--- src/shared/apd_pkg.sv ---
package apd_pkg;

	// register port
	localparam int ADDR_W = 8;
	localparam int DATA_W = 8;

	localparam logic [7:0] ADDR_REF_CHARGE = 8'h02;
	localparam logic [7:0] ADDR_LEVELS = 8'h4D;
	localparam logic [7:0] ADDR_CH1_CFG = 8'h64;
	localparam logic [7:0] ADDR_DRIVE = 8'h65;
	localparam logic [7:0] ADDR_CH2_CFG = 8'h6B;
	localparam logic [7:0] ADDR_BIAS_PWR = 8'h78;
	localparam logic [7:0] ADDR_MISC = 8'h79;
	localparam logic [7:0] ADDR_STATUS = 8'h7A;

	// field positions
	localparam int SRC_MSB = 7;
	localparam int SRC_LSB = 5;
	localparam int MODE_MSB = 4;
	localparam int MODE_LSB = 2;
	localparam int QCHG_MSB = 4;
	localparam int QCHG_LSB = 3;
	localparam int BIAS_MSB = 3;
	localparam int BIAS_LSB = 2;
	localparam int REF_MSB = 1;
	localparam int REF_LSB = 0;
	localparam int BIAS_PWR_BIT = 5;
	localparam int DRV_C1P_MSB = 7;
	localparam int DRV_C1P_LSB = 6;
	localparam int DRV_C1N_MSB = 5;
	localparam int DRV_C1N_LSB = 4;
	localparam int DRV_C2P_MSB = 3;
	localparam int DRV_C2P_LSB = 2;
	localparam int DRV_C2N_MSB = 1;
	localparam int DRV_C2N_LSB = 0;
	localparam int MISC_SWING1_BIT = 0;
	localparam int MISC_SWING2_BIT = 1;
	localparam int MISC_PIN_BIAS_BIT = 2;

	// reset values
	localparam logic [7:0] RST_REG = 8'h00;

	// source codes
	localparam logic [2:0] SRC_OFF = 3'h0;
	localparam logic [2:0] SRC_DAC = 3'h1;
	localparam logic [2:0] SRC_BYPASS = 3'h2;
	localparam logic [2:0] SRC_MIX = 3'h3;
	localparam logic [2:0] SRC_PDAC_NBYP = 3'h4;
	localparam logic [2:0] SRC_PBYP_NDAC = 3'h5;

	// pin mode codes
	localparam logic [2:0] MODE_DIFF = 3'h0;
	localparam logic [2:0] MODE_SE_PAIR = 3'h1;
	localparam logic [2:0] MODE_SE_POS = 3'h2;
	localparam logic [2:0] MODE_SE_NEG = 3'h3;
	localparam logic [2:0] MODE_PD_POS = 3'h4;
	localparam logic [2:0] MODE_PD_POS_SENSE = 3'h5;
	localparam logic [2:0] MODE_PD_NEG = 3'h6;

	// reference and bias codes
	localparam logic [1:0] REF_2V75 = 2'h0;
	localparam logic [1:0] REF_2V5 = 2'h1;
	localparam logic [1:0] REF_1V375 = 2'h2;
	localparam logic [1:0] BIAS_AS_REF = 2'h0;
	localparam logic [1:0] BIAS_HALF_REF = 2'h1;
	localparam logic [1:0] BIAS_SUPPLY = 2'h3;

	// fast-charge durations
	localparam int CLK_MHZ = 250;
	localparam int QCHG_US_0 = 3500;
	localparam int QCHG_US_1 = 10000;
	localparam int QCHG_US_2 = 50000;
	localparam int QCHG_US_3 = 100000;
	localparam int QCHG_CYC_0 = QCHG_US_0 * CLK_MHZ;
	localparam int QCHG_CYC_1 = QCHG_US_1 * CLK_MHZ;
	localparam int QCHG_CYC_2 = QCHG_US_2 * CLK_MHZ;
	localparam int QCHG_CYC_3 = QCHG_US_3 * CLK_MHZ;
	localparam int QCHG_CNT_W = 25;

	typedef struct packed {
		logic driver_en;
		logic pos_dac;
		logic pos_bypass;
		logic neg_dac;
		logic neg_bypass;
	} apd_route_type;

	typedef struct packed {
		logic pos_active;
		logic neg_active;
		logic differential;
		logic pos_common_mode;
		logic neg_common_mode;
		logic cm_sense_remote;
	} apd_pin_type;

	typedef struct packed {
		apd_route_type route;
		apd_pin_type pins;
		logic [1:0] pos_drive;
		logic [1:0] neg_drive;
		logic double_swing;
		logic reserved_code;
	} apd_chan_type;

	typedef struct packed {
		logic [2:0] level_onehot;
		logic power_on;
		logic fast_charge;
		logic settled;
	} apd_ref_type;

	typedef struct packed {
		logic from_ref;
		logic half_ref;
		logic from_supply;
		logic power_on;
	} apd_bias_type;

	typedef enum logic [1:0] {
		REF_ST_OFF = 2'b00,
		REF_ST_CHARGE = 2'b01,
		REF_ST_SETTLED = 2'b10
	} apd_ref_state_type;

endpackage

--- src/verilog/apd_chan_decode.sv ---
`timescale 1ns/1ps
module apd_chan_decode (
	input wire logic [2:0] source_sel, // source field
	input wire logic [2:0] pin_mode, // pin mode field
	output apd_pkg::apd_route_type route, // decoded routing
	output apd_pkg::apd_pin_type pins, // decoded pin use
	output logic reserved_code // reserved code seen
);
	logic src_bad;
	logic mode_bad;

	always_comb begin
		route = '0;
		src_bad = 1'b0;
		case (source_sel)
			apd_pkg::SRC_OFF: route = '0;
			apd_pkg::SRC_DAC: route = '{1'b1, 1'b1, 1'b0, 1'b1, 1'b0};
			apd_pkg::SRC_BYPASS: route = '{1'b1, 1'b0, 1'b1, 1'b0, 1'b1};
			apd_pkg::SRC_MIX: route = '{1'b1, 1'b1, 1'b1, 1'b1, 1'b1};
			apd_pkg::SRC_PDAC_NBYP: route = '{1'b1, 1'b1, 1'b0, 1'b0, 1'b1};
			apd_pkg::SRC_PBYP_NDAC: route = '{1'b1, 1'b0, 1'b1, 1'b1, 1'b0};
			default: src_bad = 1'b1;
		endcase
	end

	always_comb begin
		pins = '0;
		mode_bad = 1'b0;
		case (pin_mode)
			apd_pkg::MODE_DIFF: pins = '{1'b1, 1'b1, 1'b1, 1'b0, 1'b0, 1'b0};
			apd_pkg::MODE_SE_PAIR: pins = '{1'b1, 1'b1, 1'b0, 1'b0, 1'b0, 1'b0};
			apd_pkg::MODE_SE_POS: pins = '{1'b1, 1'b0, 1'b0, 1'b0, 1'b0, 1'b0};
			apd_pkg::MODE_SE_NEG: pins = '{1'b0, 1'b1, 1'b0, 1'b0, 1'b0, 1'b0};
			apd_pkg::MODE_PD_POS: pins = '{1'b1, 1'b1, 1'b0, 1'b0, 1'b1, 1'b0};
			apd_pkg::MODE_PD_POS_SENSE: pins = '{1'b1, 1'b1, 1'b0, 1'b0, 1'b1, 1'b1};
			apd_pkg::MODE_PD_NEG: pins = '{1'b1, 1'b1, 1'b0, 1'b1, 1'b0, 1'b0};
			default: mode_bad = 1'b1;
		endcase
	end

	assign reserved_code = src_bad | mode_bad;
endmodule // apd_chan_decode

--- src/verilog/apd_config_decode.sv ---
// Overview of operation
// - output 1 source field: off, DAC, bypass, mix, split either way; 11x reserved
// - output 2 has its own source field, same codes, bits 7:5
// - output 1 pin mode: differential, dual single-ended, positive only, negative only
// - pseudo-differential modes: positive signal, with remote sense, or negative signal
// - output 2 has an equivalent pin mode field in bits 4:2
// - each of the four output pins has its own two-bit drive setting
// - reference level codes: 2.75 V default, 2.5 V, 1.375 V; 11 reserved
// - per-channel full-scale bit set to 1 enables double-swing input mode
// - fast-charge duration: 3.5, 10, 50 or 100 ms, default 3.5 ms
// - reference off in sleep; fast-charges for programmed time after wake
// - bias code 00 follows reference, 11 follows supply, 10 reserved
// - bias code 01 gives half reference for reference codes 00 and 01
// - one register bit switches microphone bias power, off after reset
// - when pin control is enabled the pin, not the bit, powers the bias
//
// Added by the designer: the placing of the registers and the strobed register port.
`timescale 1ns/1ps
module apd_config_decode #(
	parameter int QCHG_CYC_0 = apd_pkg::QCHG_CYC_0, // 3.5 ms in cycles
	parameter int QCHG_CYC_1 = apd_pkg::QCHG_CYC_1, // 10 ms in cycles
	parameter int QCHG_CYC_2 = apd_pkg::QCHG_CYC_2, // 50 ms in cycles
	parameter int QCHG_CYC_3 = apd_pkg::QCHG_CYC_3 // 100 ms in cycles
) (
	input wire logic ref_clk, // 250 MHz control clock
	input wire logic rst_n, // synchronous reset, active low
	input wire logic [apd_pkg::ADDR_W-1:0] reg_addr, // register address
	input wire logic [apd_pkg::DATA_W-1:0] reg_wdata, // write data
	input wire logic reg_wr, // write strobe
	input wire logic reg_rd, // read strobe
	output logic [apd_pkg::DATA_W-1:0] reg_rdata, // read data, cycle after strobe
	input wire logic sleep_req, // device sleep level, same clock
	input wire logic general_pin_one, // asynchronous bias control pin
	output apd_pkg::apd_chan_type out_ch1, // channel 1 analog controls
	output apd_pkg::apd_chan_type out_ch2, // channel 2 analog controls
	output apd_pkg::apd_ref_type reference_ctrl, // reference block controls
	output apd_pkg::apd_bias_type mic_bias_ctrl // microphone bias controls
);
	localparam int CW = apd_pkg::QCHG_CNT_W;

	// the charge counter must hold the longest programmed duration
	if (QCHG_CYC_0 < 1 || QCHG_CYC_1 < 1 || QCHG_CYC_2 < 1 || QCHG_CYC_3 < 1) begin : g_bad_min
		$error("fast-charge counts must be at least one cycle");
	end
	if (QCHG_CYC_0 >= (1 << CW) || QCHG_CYC_1 >= (1 << CW) || QCHG_CYC_2 >= (1 << CW) ||
		QCHG_CYC_3 >= (1 << CW)) begin : g_bad_max
		$error("fast-charge counts exceed counter width");
	end

	// register fields
	logic [2:0] out_ch1_source_sel;
	logic [2:0] out_ch1_pin_mode;
	logic [2:0] out_ch2_source_sel;
	logic [2:0] out_ch2_pin_mode;
	logic [1:0] ch1_pos_pin_drive;
	logic [1:0] ch1_neg_pin_drive;
	logic [1:0] ch2_pos_pin_drive;
	logic [1:0] ch2_neg_pin_drive;
	logic [1:0] reference_level_sel;
	logic [1:0] reference_fast_charge_time;
	logic [1:0] mic_bias_level_sel;
	logic mic_bias_power_on;
	logic [1:0] double_swing_sel;
	logic bias_pin_ctrl_en;

	// decode results
	apd_pkg::apd_route_type route1;
	apd_pkg::apd_route_type route2;
	apd_pkg::apd_pin_type pins1;
	apd_pkg::apd_pin_type pins2;
	logic bad1;
	logic bad2;
	logic pin_level;
	logic bias_power_eff;
	logic level_bad;
	apd_pkg::apd_bias_type next_bias;
	logic [2:0] next_level;
	logic [apd_pkg::DATA_W-1:0] next_rdata;

	// reference sequencer
	apd_pkg::apd_ref_state_type ref_state;
	apd_pkg::apd_ref_state_type next_ref_state;
	logic [CW-1:0] charge_cnt;
	logic [CW-1:0] charge_load;

	logic wr_hit_ch1;
	logic wr_hit_ch2;
	logic wr_hit_drive;
	logic wr_hit_levels;
	logic wr_hit_charge;
	logic wr_hit_bias;
	logic wr_hit_misc;

	assign wr_hit_ch1 = reg_wr && (reg_addr == apd_pkg::ADDR_CH1_CFG);
	assign wr_hit_ch2 = reg_wr && (reg_addr == apd_pkg::ADDR_CH2_CFG);
	assign wr_hit_drive = reg_wr && (reg_addr == apd_pkg::ADDR_DRIVE);
	assign wr_hit_levels = reg_wr && (reg_addr == apd_pkg::ADDR_LEVELS);
	assign wr_hit_charge = reg_wr && (reg_addr == apd_pkg::ADDR_REF_CHARGE);
	assign wr_hit_bias = reg_wr && (reg_addr == apd_pkg::ADDR_BIAS_PWR);
	assign wr_hit_misc = reg_wr && (reg_addr == apd_pkg::ADDR_MISC);

	// channel configuration registers
	always_ff @(posedge ref_clk) begin
		if (!rst_n) begin
			out_ch1_source_sel <= apd_pkg::RST_REG[apd_pkg::SRC_MSB:apd_pkg::SRC_LSB];
			out_ch1_pin_mode <= apd_pkg::RST_REG[apd_pkg::MODE_MSB:apd_pkg::MODE_LSB];
		end else if (wr_hit_ch1) begin
			out_ch1_source_sel <= reg_wdata[apd_pkg::SRC_MSB:apd_pkg::SRC_LSB];
			out_ch1_pin_mode <= reg_wdata[apd_pkg::MODE_MSB:apd_pkg::MODE_LSB];
		end
	end

	always_ff @(posedge ref_clk) begin
		if (!rst_n) begin
			out_ch2_source_sel <= apd_pkg::RST_REG[apd_pkg::SRC_MSB:apd_pkg::SRC_LSB];
			out_ch2_pin_mode <= apd_pkg::RST_REG[apd_pkg::MODE_MSB:apd_pkg::MODE_LSB];
		end else if (wr_hit_ch2) begin
			out_ch2_source_sel <= reg_wdata[apd_pkg::SRC_MSB:apd_pkg::SRC_LSB];
			out_ch2_pin_mode <= reg_wdata[apd_pkg::MODE_MSB:apd_pkg::MODE_LSB];
		end
	end

	// per-pin drive register
	always_ff @(posedge ref_clk) begin
		if (!rst_n) begin
			ch1_pos_pin_drive <= apd_pkg::RST_REG[apd_pkg::DRV_C1P_MSB:apd_pkg::DRV_C1P_LSB];
			ch1_neg_pin_drive <= apd_pkg::RST_REG[apd_pkg::DRV_C1N_MSB:apd_pkg::DRV_C1N_LSB];
			ch2_pos_pin_drive <= apd_pkg::RST_REG[apd_pkg::DRV_C2P_MSB:apd_pkg::DRV_C2P_LSB];
			ch2_neg_pin_drive <= apd_pkg::RST_REG[apd_pkg::DRV_C2N_MSB:apd_pkg::DRV_C2N_LSB];
		end else if (wr_hit_drive) begin
			ch1_pos_pin_drive <= reg_wdata[apd_pkg::DRV_C1P_MSB:apd_pkg::DRV_C1P_LSB];
			ch1_neg_pin_drive <= reg_wdata[apd_pkg::DRV_C1N_MSB:apd_pkg::DRV_C1N_LSB];
			ch2_pos_pin_drive <= reg_wdata[apd_pkg::DRV_C2P_MSB:apd_pkg::DRV_C2P_LSB];
			ch2_neg_pin_drive <= reg_wdata[apd_pkg::DRV_C2N_MSB:apd_pkg::DRV_C2N_LSB];
		end
	end

	// reference and bias level register
	always_ff @(posedge ref_clk) begin
		if (!rst_n) begin
			reference_level_sel <= apd_pkg::RST_REG[apd_pkg::REF_MSB:apd_pkg::REF_LSB];
			mic_bias_level_sel <= apd_pkg::RST_REG[apd_pkg::BIAS_MSB:apd_pkg::BIAS_LSB];
		end else if (wr_hit_levels) begin
			reference_level_sel <= reg_wdata[apd_pkg::REF_MSB:apd_pkg::REF_LSB];
			mic_bias_level_sel <= reg_wdata[apd_pkg::BIAS_MSB:apd_pkg::BIAS_LSB];
		end
	end

	always_ff @(posedge ref_clk) begin
		if (!rst_n) begin
			reference_fast_charge_time <= apd_pkg::RST_REG[apd_pkg::QCHG_MSB:apd_pkg::QCHG_LSB];
		end else if (wr_hit_charge) begin
			reference_fast_charge_time <= reg_wdata[apd_pkg::QCHG_MSB:apd_pkg::QCHG_LSB];
		end
	end

	always_ff @(posedge ref_clk) begin
		if (!rst_n) begin
			mic_bias_power_on <= apd_pkg::RST_REG[apd_pkg::BIAS_PWR_BIT];
		end else if (wr_hit_bias) begin
			mic_bias_power_on <= reg_wdata[apd_pkg::BIAS_PWR_BIT];
		end
	end

	always_ff @(posedge ref_clk) begin
		if (!rst_n) begin
			double_swing_sel <= {apd_pkg::RST_REG[apd_pkg::MISC_SWING2_BIT], apd_pkg::RST_REG[apd_pkg::MISC_SWING1_BIT]};
			bias_pin_ctrl_en <= apd_pkg::RST_REG[apd_pkg::MISC_PIN_BIAS_BIT];
		end else if (wr_hit_misc) begin
			double_swing_sel <= {reg_wdata[apd_pkg::MISC_SWING2_BIT], reg_wdata[apd_pkg::MISC_SWING1_BIT]};
			bias_pin_ctrl_en <= reg_wdata[apd_pkg::MISC_PIN_BIAS_BIT];
		end
	end

	// both channels share one decoder design
	apd_chan_decode u_dec_ch1 (
		.source_sel(out_ch1_source_sel),
		.pin_mode(out_ch1_pin_mode),
		.route(route1),
		.pins(pins1),
		.reserved_code(bad1)
	);

	apd_chan_decode u_dec_ch2 (
		.source_sel(out_ch2_source_sel),
		.pin_mode(out_ch2_pin_mode),
		.route(route2),
		.pins(pins2),
		.reserved_code(bad2)
	);

	apd_pin_sync u_pin_sync (
		.ref_clk(ref_clk),
		.rst_n(rst_n),
		.pin_in(general_pin_one),
		.level(pin_level)
	);

	// pin overrides the register bit once handed control
	assign bias_power_eff = bias_pin_ctrl_en ? pin_level : mic_bias_power_on;

	// channel outputs; a reserved code parks the route and pins, drive and swing still pass
	always_ff @(posedge ref_clk) begin
		if (!rst_n) begin
			out_ch1 <= '0;
		end else begin
			out_ch1.route <= bad1 ? '0 : route1;
			out_ch1.pins <= bad1 ? '0 : pins1;
			out_ch1.pos_drive <= ch1_pos_pin_drive;
			out_ch1.neg_drive <= ch1_neg_pin_drive;
			out_ch1.double_swing <= double_swing_sel[0];
			out_ch1.reserved_code <= bad1;
		end
	end

	always_ff @(posedge ref_clk) begin
		if (!rst_n) begin
			out_ch2 <= '0;
		end else begin
			out_ch2.route <= bad2 ? '0 : route2;
			out_ch2.pins <= bad2 ? '0 : pins2;
			out_ch2.pos_drive <= ch2_pos_pin_drive;
			out_ch2.neg_drive <= ch2_neg_pin_drive;
			out_ch2.double_swing <= double_swing_sel[1];
			out_ch2.reserved_code <= bad2;
		end
	end

	// reference level decode
	always_comb begin
		next_level = 3'h0;
		level_bad = 1'b0;
		case (reference_level_sel)
			apd_pkg::REF_2V75: next_level = 3'h1;
			apd_pkg::REF_2V5: next_level = 3'h2;
			apd_pkg::REF_1V375: next_level = 3'h4;
			default: level_bad = 1'b1;
		endcase
	end

	// microphone bias level decode
	always_comb begin
		next_bias = '0;
		case (mic_bias_level_sel)
			apd_pkg::BIAS_AS_REF: next_bias.from_ref = !level_bad;
			apd_pkg::BIAS_HALF_REF: next_bias.half_ref = (reference_level_sel == apd_pkg::REF_2V75) ||
				(reference_level_sel == apd_pkg::REF_2V5);
			apd_pkg::BIAS_SUPPLY: next_bias.from_supply = 1'b1;
			default: next_bias = '0;
		endcase
		next_bias.power_on = bias_power_eff && (next_bias.from_ref || next_bias.half_ref || next_bias.from_supply);
	end

	always_ff @(posedge ref_clk) begin
		if (!rst_n) begin
			mic_bias_ctrl <= '0;
		end else begin
			mic_bias_ctrl <= next_bias;
		end
	end

	// duration is sampled when charging starts; later writes apply next wake
	always_comb begin
		case (reference_fast_charge_time)
			2'h0: charge_load = CW'(QCHG_CYC_0 - 1);
			2'h1: charge_load = CW'(QCHG_CYC_1 - 1);
			2'h2: charge_load = CW'(QCHG_CYC_2 - 1);
			default: charge_load = CW'(QCHG_CYC_3 - 1);
		endcase
	end

	always_comb begin
		next_ref_state = ref_state;
		case (ref_state)
			apd_pkg::REF_ST_OFF: begin
				if (!sleep_req) begin
					next_ref_state = apd_pkg::REF_ST_CHARGE;
				end
			end
			apd_pkg::REF_ST_CHARGE: begin
				if (sleep_req) begin
					next_ref_state = apd_pkg::REF_ST_OFF;
				end else if (charge_cnt == '0) begin
					next_ref_state = apd_pkg::REF_ST_SETTLED;
				end
			end
			apd_pkg::REF_ST_SETTLED: begin
				if (sleep_req) begin
					next_ref_state = apd_pkg::REF_ST_OFF;
				end
			end
			default: next_ref_state = apd_pkg::REF_ST_OFF;
		endcase
	end

	always_ff @(posedge ref_clk) begin
		if (!rst_n) begin
			ref_state <= apd_pkg::REF_ST_OFF;
		end else begin
			ref_state <= next_ref_state;
		end
	end

	always_ff @(posedge ref_clk) begin
		if (!rst_n) begin
			charge_cnt <= '0;
		end else if (ref_state == apd_pkg::REF_ST_OFF) begin
			charge_cnt <= charge_load;
		end else if (ref_state == apd_pkg::REF_ST_CHARGE && charge_cnt != '0) begin
			charge_cnt <= charge_cnt - CW'(1);
		end
	end

	always_ff @(posedge ref_clk) begin
		if (!rst_n) begin
			reference_ctrl <= '0;
		end else begin
			reference_ctrl.level_onehot <= next_level;
			reference_ctrl.power_on <= next_ref_state != apd_pkg::REF_ST_OFF;
			reference_ctrl.fast_charge <= next_ref_state == apd_pkg::REF_ST_CHARGE;
			reference_ctrl.settled <= next_ref_state == apd_pkg::REF_ST_SETTLED;
		end
	end

	// read mux; unmapped addresses and undefined bits read zero
	always_comb begin
		next_rdata = '0;
		case (reg_addr)
			apd_pkg::ADDR_CH1_CFG: begin
				next_rdata[apd_pkg::SRC_MSB:apd_pkg::SRC_LSB] = out_ch1_source_sel;
				next_rdata[apd_pkg::MODE_MSB:apd_pkg::MODE_LSB] = out_ch1_pin_mode;
			end
			apd_pkg::ADDR_CH2_CFG: begin
				next_rdata[apd_pkg::SRC_MSB:apd_pkg::SRC_LSB] = out_ch2_source_sel;
				next_rdata[apd_pkg::MODE_MSB:apd_pkg::MODE_LSB] = out_ch2_pin_mode;
			end
			apd_pkg::ADDR_DRIVE: begin
				next_rdata = {ch1_pos_pin_drive, ch1_neg_pin_drive, ch2_pos_pin_drive, ch2_neg_pin_drive};
			end
			apd_pkg::ADDR_LEVELS: begin
				next_rdata[apd_pkg::BIAS_MSB:apd_pkg::BIAS_LSB] = mic_bias_level_sel;
				next_rdata[apd_pkg::REF_MSB:apd_pkg::REF_LSB] = reference_level_sel;
			end
			apd_pkg::ADDR_REF_CHARGE: begin
				next_rdata[apd_pkg::QCHG_MSB:apd_pkg::QCHG_LSB] = reference_fast_charge_time;
			end
			apd_pkg::ADDR_BIAS_PWR: begin
				next_rdata[apd_pkg::BIAS_PWR_BIT] = mic_bias_power_on;
			end
			apd_pkg::ADDR_MISC: begin
				next_rdata[apd_pkg::MISC_SWING1_BIT] = double_swing_sel[0];
				next_rdata[apd_pkg::MISC_SWING2_BIT] = double_swing_sel[1];
				next_rdata[apd_pkg::MISC_PIN_BIAS_BIT] = bias_pin_ctrl_en;
			end
			apd_pkg::ADDR_STATUS: begin
				next_rdata = {1'b0, pin_level, bias_power_eff, level_bad, bad2, bad1,
					ref_state == apd_pkg::REF_ST_CHARGE, ref_state == apd_pkg::REF_ST_SETTLED};
			end
			default: next_rdata = '0;
		endcase
	end

	// read data holds for exactly one cycle after the strobe
	always_ff @(posedge ref_clk) begin
		if (!rst_n) begin
			reg_rdata <= '0;
		end else if (reg_rd) begin
			reg_rdata <= next_rdata;
		end else begin
			reg_rdata <= '0;
		end
	end
endmodule // apd_config_decode

--- src/verilog/apd_pin_sync.sv ---
`timescale 1ns/1ps
module apd_pin_sync (
	input wire logic ref_clk, // clock
	input wire logic rst_n, // sync reset, active low
	input wire logic pin_in, // asynchronous pin
	output logic level // filtered level
);
	logic stage1;
	logic stage2;
	logic stage3;

	always_ff @(posedge ref_clk) begin
		if (!rst_n) begin
			stage1 <= 1'b0;
			stage2 <= 1'b0;
			stage3 <= 1'b0;
		end else begin
			stage1 <= pin_in;
			stage2 <= stage1;
			stage3 <= stage2;
		end
	end

	// change accepted only once the last two stages agree
	always_ff @(posedge ref_clk) begin
		if (!rst_n) begin
			level <= 1'b0;
		end else if (stage2 == stage3) begin
			level <= stage3;
		end
	end
endmodule // apd_pin_sync
--- config.mk ---
export PLATFORM = sky130hd
export DESIGN_NAME = apd_config_decode
export DESIGN_NICKNAME = d
export VERILOG_FILES = /design/src/shared/apd_pkg.sv /design/src/verilog/apd_chan_decode.sv /design/src/verilog/apd_config_decode.sv /design/src/verilog/apd_pin_sync.sv
export SDC_FILE = /design/constraint.sdc
export NUM_CORES = 1
export LEC_CHECK = 0
export BUFFER_PORTS_ARGS = -buffer_cell sky130_fd_sc_hd__buf_2
export CORE_AREA = 2 2 89 99
export CTS_BUF_LIST = sky130_fd_sc_hd__clkbuf_4 sky130_fd_sc_hd__clkbuf_8 sky130_fd_sc_hd__clkbuf_16
export CTS_CLUSTER_DIAMETER = 150
export DETAILED_ROUTE_END_ITERATION = 6
export DIE_AREA = 0 0 91 101
export GPL_ROUTABILITY_DRIVEN = 0
export PLACE_DENSITY_LB_ADDON = 0.2
export SLEW_MARGIN = 20
export SYNTH_ARGS = -nofsm -noshare
export SYNTH_HDL_FRONTEND = slang
export SYNTH_SLANG_ARGS = --single-unit
--- constraint.sdc ---
create_clock -name ref_clk -period 6.7 [get_ports ref_clk]
set_clock_uncertainty 0.05 [all_clocks]
set_input_delay 0.67 -clock ref_clk [delete_from_list [all_inputs] [get_ports ref_clk]]
set_output_delay 0.67 -clock ref_clk [all_outputs]
set_load 0.01 [all_outputs]
Word level (Yosys, flattened, before mapping)
Cells that the tools add are included.
{ "op_classes": {"add_sub_neg": 1, "n_eq_ne": 41, "mux": 28, "n_bitwise": 3, "n_reduce_logical": 32} }
{ "ops": {"columns": ["operator", "count"], "rows": [
  ["case mux 6 bit (7 select lines)", 2],
  ["case mux 25 bit (3 select lines)", 1],
  ["equality test 8 x 7 -> 1 bit (second input constant)", 7],
  ["2-to-1 mux 25 bit", 2],
  ["case mux 5 bit (5 select lines)", 2],
  ["equality test 3 bit (second input constant)", 10],
  ["zero test 25 bit", 1],
  ["nonzero test 25 bit", 1],
  ["subtractor 25 x 1 -> 25 bit (second input constant)", 1],
  ["equality test 3 x 2 -> 1 bit (second input constant)", 8],
  ["case mux 2 bit (4 select lines)", 2],
  ["OR reduction 7 bit", 2],
  ["equality test 3 x 1 -> 1 bit (second input constant)", 4],
  ["zero test 3 bit", 4],
  ["case mux 1 bit (6 select lines)", 2],
  ["OR reduction 6 bit", 2],
  ["equality test 2 x 1 -> 1 bit (second input constant)", 5],
  ["equality test 2 bit (second input constant)", 5],
  ["case mux 1 bit (5 select lines)", 2],
  ["logical AND 1 bit", 9],
  ["2-to-1 mux 1 bit", 9],
  ["case mux 3 bit (3 select lines)", 1],
  ["equality test 8 x 2 -> 1 bit (second input constant)", 1],
  ["zero test 2 bit", 4],
  ["other kinds (10)", 18]
]} }
{ "word_totals": {"ff_bits": 113, "inputBits": 22, "output_inout_bits": 52, "word_cells": 164} }

Longest topological paths before layout
{ "depth": {"word_depth": 6, "depth_mapped": 8, "ltp_nobuf": 7} }

Hierarchy
Synthesis repeated with hierarchy kept, for this count alone.
{ "unflattened": {"cells_unflattened": 554, "hier_area_um2": 4911.0} }
{ "modules_own_cells": {"columns": ["module", "instances", "cells_each", "area_each_um2", "seq_area_each_um2"], "rows": [
  ["apd_config_decode", 1, 506, 4589.4, 2182.1],
  ["apd_chan_decode", 2, 19, 102.6, 0.0],
  ["apd_pin_sync", 1, 10, 116.4, 80.1]
]} }

Least setup slack after synthesis
Ideal clock, no wire load.
{ "synth_timing": {"kind": "register to register", "start": "register charge_cnt[4]", "end": "register charge_cnt[17]", "setup_ns": 0.088, "arrival_ns": 2.357, "required_time_ns": 6.562, "path_slack_ns": 4.205, "stages_incl_launch_ff": 8, "path_buffers": 2, "period_less_slack_ns": 2.495, "cell_sequence": "dfxtp_1 buf_6 or4_4 or4_4 buf_6 or3_1 o31a_1 o32ai_2"} }
{ "synth_between": {"elab_chain_cells": 3, "elab_cells_between_ends": 6, "classes_between": "1 x add/sub; 2 x mux; 3 x reduce/logical"} }
{ "synth_lines": {"columns": ["element", "line", "rtl"], "rows": [
  ["start: declaration", "apd_config_decode.sv:83", "logic [CW-1:0] charge_cnt;"],
  ["start signal: assignment", "apd_config_decode.sv:308", "charge_cnt <= charge_load;"],
  ["start signal: assignment", "apd_config_decode.sv:310", "charge_cnt <= charge_cnt - CW'(1);"],
  ["subtractor 25 x 1 -> 25 bit / nonzero test 25 bit (equally long branches)", "apd_config_decode.sv:310, apd_config_decode.sv:309", null],
  ["2-to-1 mux 25 bit / logical AND 1 bit (equally long branches)", "apd_config_decode.sv:309", "end else if (ref_state == apd_pkg::REF_ST_CHARGE && charge_cnt != '0) begin"],
  ["2-to-1 mux 25 bit / nonzero test 2 bit (equally long branches)", null, null]
]} }
Parallel ways exist; a longest one is shown, timed or not. The select of a mux whose other input is x is not followed.
A chain may end at the register's enable or synchronous reset.

Final worst setup path
{ "layout_timing": {"start": "register charge_cnt[0]", "end": "register charge_cnt[1]"} }
The elaborated chain is that of the path after synthesis.

==> impl_metrics.json <==
{
  "critPathCaptureType": "flip-flop",
  "drive_gt1_frac": 0.192,
  "clk_latency_ns": 0.52,
  "area_delta_synth_final_pct": 19.6,
  "fin_nets": 651,
  "grt_setup_unrepaired": "no",
  "fillerInstances": 675,
  "drc": 0,
  "hold_class": "input port to flip-flop",
  "arrival_ns": 3.48,
  "synth.avg_cell_area_um2": 8.46,
  "grt_pass1_wl_mm": 20.3,
  "die_width_um": 91,
  "seq_area_um2": 2260,
  "outcome": "complete, no violations",
  "max-vdd-ir-drop_mv": 0.204,
  "dieArea_um2": 9190,
  "fin_setup_tns_ns": 0,
  "ys.flop_type": "dfxtp_1",
  "wire_per_inst_um": 16.9,
  "grt_pass1_vias": 4275,
  "fin_crit_sh": 0.464,
  "whs_ns": 0.322,
  "initial_utilization": 0.582,
  "dpl.hpwl_mm": 8.42,
  "viasPerCell": 6.31,
  "antenna_found_initial": 0,
  "ctsHtreeMaxLevel": 4,
  "ant_nets": 0,
  "cts.repair.resized": 0,
  "root_buffer": "clkbuf_8",
  "period_needed_ns": 3.11,
  "finalSetupViolCount": 0,
  "core-area_um2": 8230,
  "drt_iter0_markers": 403,
  "cts_buffers": 17,
  "slew_viol_final": 0,
  "vias": 4714,
  "critPathMaxFanout": 6,
  "fin_ws_ns": 3.59,
  "cts_setup_buffers": 0,
  "grt_overflow": 0,
  "synth_enable_flop_cells": 0,
  "crit_type": "flip-flop to flip-flop",
  "p_per_area_nw_per_um2": 282,
  "yosys.cell_types.count": 55,
  "cts_tree": "done",
  "clkSinkCount": 113,
  "postLayoutCoreUtil": 0.696,
  "postCtsHoldBufs": 0,
  "netlist_area_um2": 4790,
  "multi_input_area_um2": 2330,
  "ios": 74,
  "async_reset_ff_frac": 0,
  "clk_path_buf_depth": 2,
  "die_h_um": 101,
  "row_count": 35,
  "dr.pass1.iters": 6,
  "hold_viol_final": 0,
  "crit_required_ns": 7.07,
  "total_power_mw": 1.62,
  "wl_mm": 12.6,
  "grt_usage": 0.279,
  "relSlewSlack": 0.226,
  "tightest_slew_ns": 1.15,
  "ys_seq_area_frac": 0.472,
  "grt_max_degree": 46,
  "io_buffers": 73,
  "yosysWarningCount": 0,
  "synthCells": 566,
  "path_clk_slew_ns": 0.06,
  "num_antenna_cells": 0,
  "cp-start-kind": "flip-flop",
  "power_leakage_nw": 2.19,
  "pre_cts_ws_ns": 3.79,
  "ys_seq_elements": 113,
  "syn-num-nets": 594,
  "cap_viol_max_count": 0,
  "fmax_ghz": 0.321
}
## worst max-delay path, stage by stage, from the launching register on
cell and delay, ns:
dfxtp_1 0.35, inv_1 0.07, ha_1 0.21, nor3b_1 0.54
nand3_1 0.28, nor4_1 1.03, nor2_1 0.18, a221oi_1 0.29
## cell usage after synthesis, types with 5 or more instances
| cell | count | area, um^2 |
|---|---|---|
| a222oi_1 | 5 | 50.1 |
| and2_1 | 17 | 106 |
| clkbuf_1 | 36 | 135 |
| or3_1 | 6 | 37.5 |
| nor2_1 | 30 | 113 |
| dfxtp_1 | 113 | 2260 |
| a31oi_1 | 5 | 31.3 |
| a22oi_1 | 5 | 37.5 |
| nand2b_1 | 9 | 56.3 |
| o21ai_0 | 27 | 135 |
| nor3b_1 | 6 | 45.0 |
| inv_1 | 10 | 37.5 |
| nor4_1 | 13 | 81.3 |
| a21oi_1 | 67 | 335 |
| nand3_1 | 34 | 170 |
| nor3_1 | 29 | 145 |
| ha_1 | 6 | 75.1 |
| a32oi_1 | 5 | 43.8 |
| o41ai_1 | 5 | 43.8 |
| nand2_1 | 70 | 263 |
## sequential cells by signal, indices dropped and copies added, names as in the netlist, 4 cells and up
| name | cells |
|---|---|
| reference_ctrl | 6 |
| reg_rdata | 8 |
| charge_cnt | 25 |
| mic_bias_ctrl | 4 |
| out_ch1 | 17 |
| out_ch2 | 17 |
## power by group
| group | switching [mW] | internal, mW |
|---|---|---|
| logic | 0.0526 | 0.0284 |
| clock network | 0.331 | 0.505 |
| registers | 0.0143 | 0.684 |
| total | 0.398 | 1.22 |
## metrics by stage
stage / instances / instance area, um^2
after detailed placement: 715 / 5170
after global placement: 715 / 5170
after floorplan: 566 / 4790
after CTS: 747 / 5730
final: 747 / 5730
after global routing: 747 / 5730
## metal layers
metal | GRT usage | part of all wire
met1 | 0.308 | 0.38
met2 | 0.492 | 0.50
met3 | 0.0628 | 0.084
met4 | 0.168 | 0.038
met5 | 0 | 0
## cell families (layout without fill, tap and decap cells)
logic type / after synthesis / after routing / share of synthesized area
fa+ha+maj: 6 / 6 / 0.0157
buf+inv: 49 / 119 / 0.0418
simple gates: 244 / 244 / 0.264
flops: 113 / 113 / 0.472
mux: 5 / 5 / 0.0107
compound gates: 148 / 148 / 0.194
xor+xnor: 1 / 1 / 0.00183
## layout by cell type, fill, tap and decap left out, types with 4 or more instances in the layout
| cell type | synthesis | routed |
|---|---|---|
| dfxtp_1 | 113 | 113 |
| buf_2 | 1 | 73 |
| nand2_1 | 70 | 70 |
| a21oi_1 | 67 | 67 |
| nand3_1 | 34 | 34 |
| nor3_1 | 29 | 29 |
| nor2_1 | 30 | 29 |
| o21ai_0 | 27 | 27 |
| and2_1 | 17 | 17 |
| clkbuf_16 | 0 | 16 |
| nor4_1 | 13 | 13 |
| inv_1 | 10 | 10 |
| nand2b_1 | 9 | 9 |
| nor3b_1 | 6 | 6 |
| or3_1 | 6 | 6 |
| ha_1 | 6 | 6 |
| a22oi_1 | 5 | 5 |
| a32oi_1 | 5 | 5 |
| a31oi_1 | 5 | 5 |
| a222oi_1 | 5 | 5 |
| o41ai_1 | 5 | 5 |
| or4_1 | 4 | 4 |
| nand3b_1 | 4 | 4 |
| mux2i_1 | 4 | 4 |
| and3_1 | 4 | 4 |
| nand4_1 | 4 | 4 |
| o31a_1 | 4 | 4 |
| clkinvlp_4 | 0 | 4 |
| inv_6 | 0 | 4 |
| buf_4 | 0 | 4 |
## path summary, 6_finish.rpt
check | startpoint | endpoint | slack (ns) | depth (start not counted)
max | charge_cnt[0]$_SDFFE_PN0P_ | charge_cnt[1]$_SDFFE_PN0P_ | 3.59 | 7
min | general_pin_one | u_pin_sync.stage1$_SDFF_PN0_ | 0.32 | 2
max reg2reg | charge_cnt[0]$_SDFFE_PN0P_ | charge_cnt[1]$_SDFFE_PN0P_ | 3.59 | 7
min reg2reg | u_pin_sync.stage1$_SDFF_PN0_ | u_pin_sync.stage2$_SDFF_PN0_ | 0.40 | 1
## layout make-up
type | instances | area share
multi-input combinational | 404 | 0.407
sequential | 113 | 0.395
clock buffer | 18 | 0.0747
timing repair buffer | 77 | 0.0690
tap | 111 | 0.0243
clock inverter | 14 | 0.0229
inverter | 10 | 0.00655
Note: power is estimated with default switching activity, not from simulation.
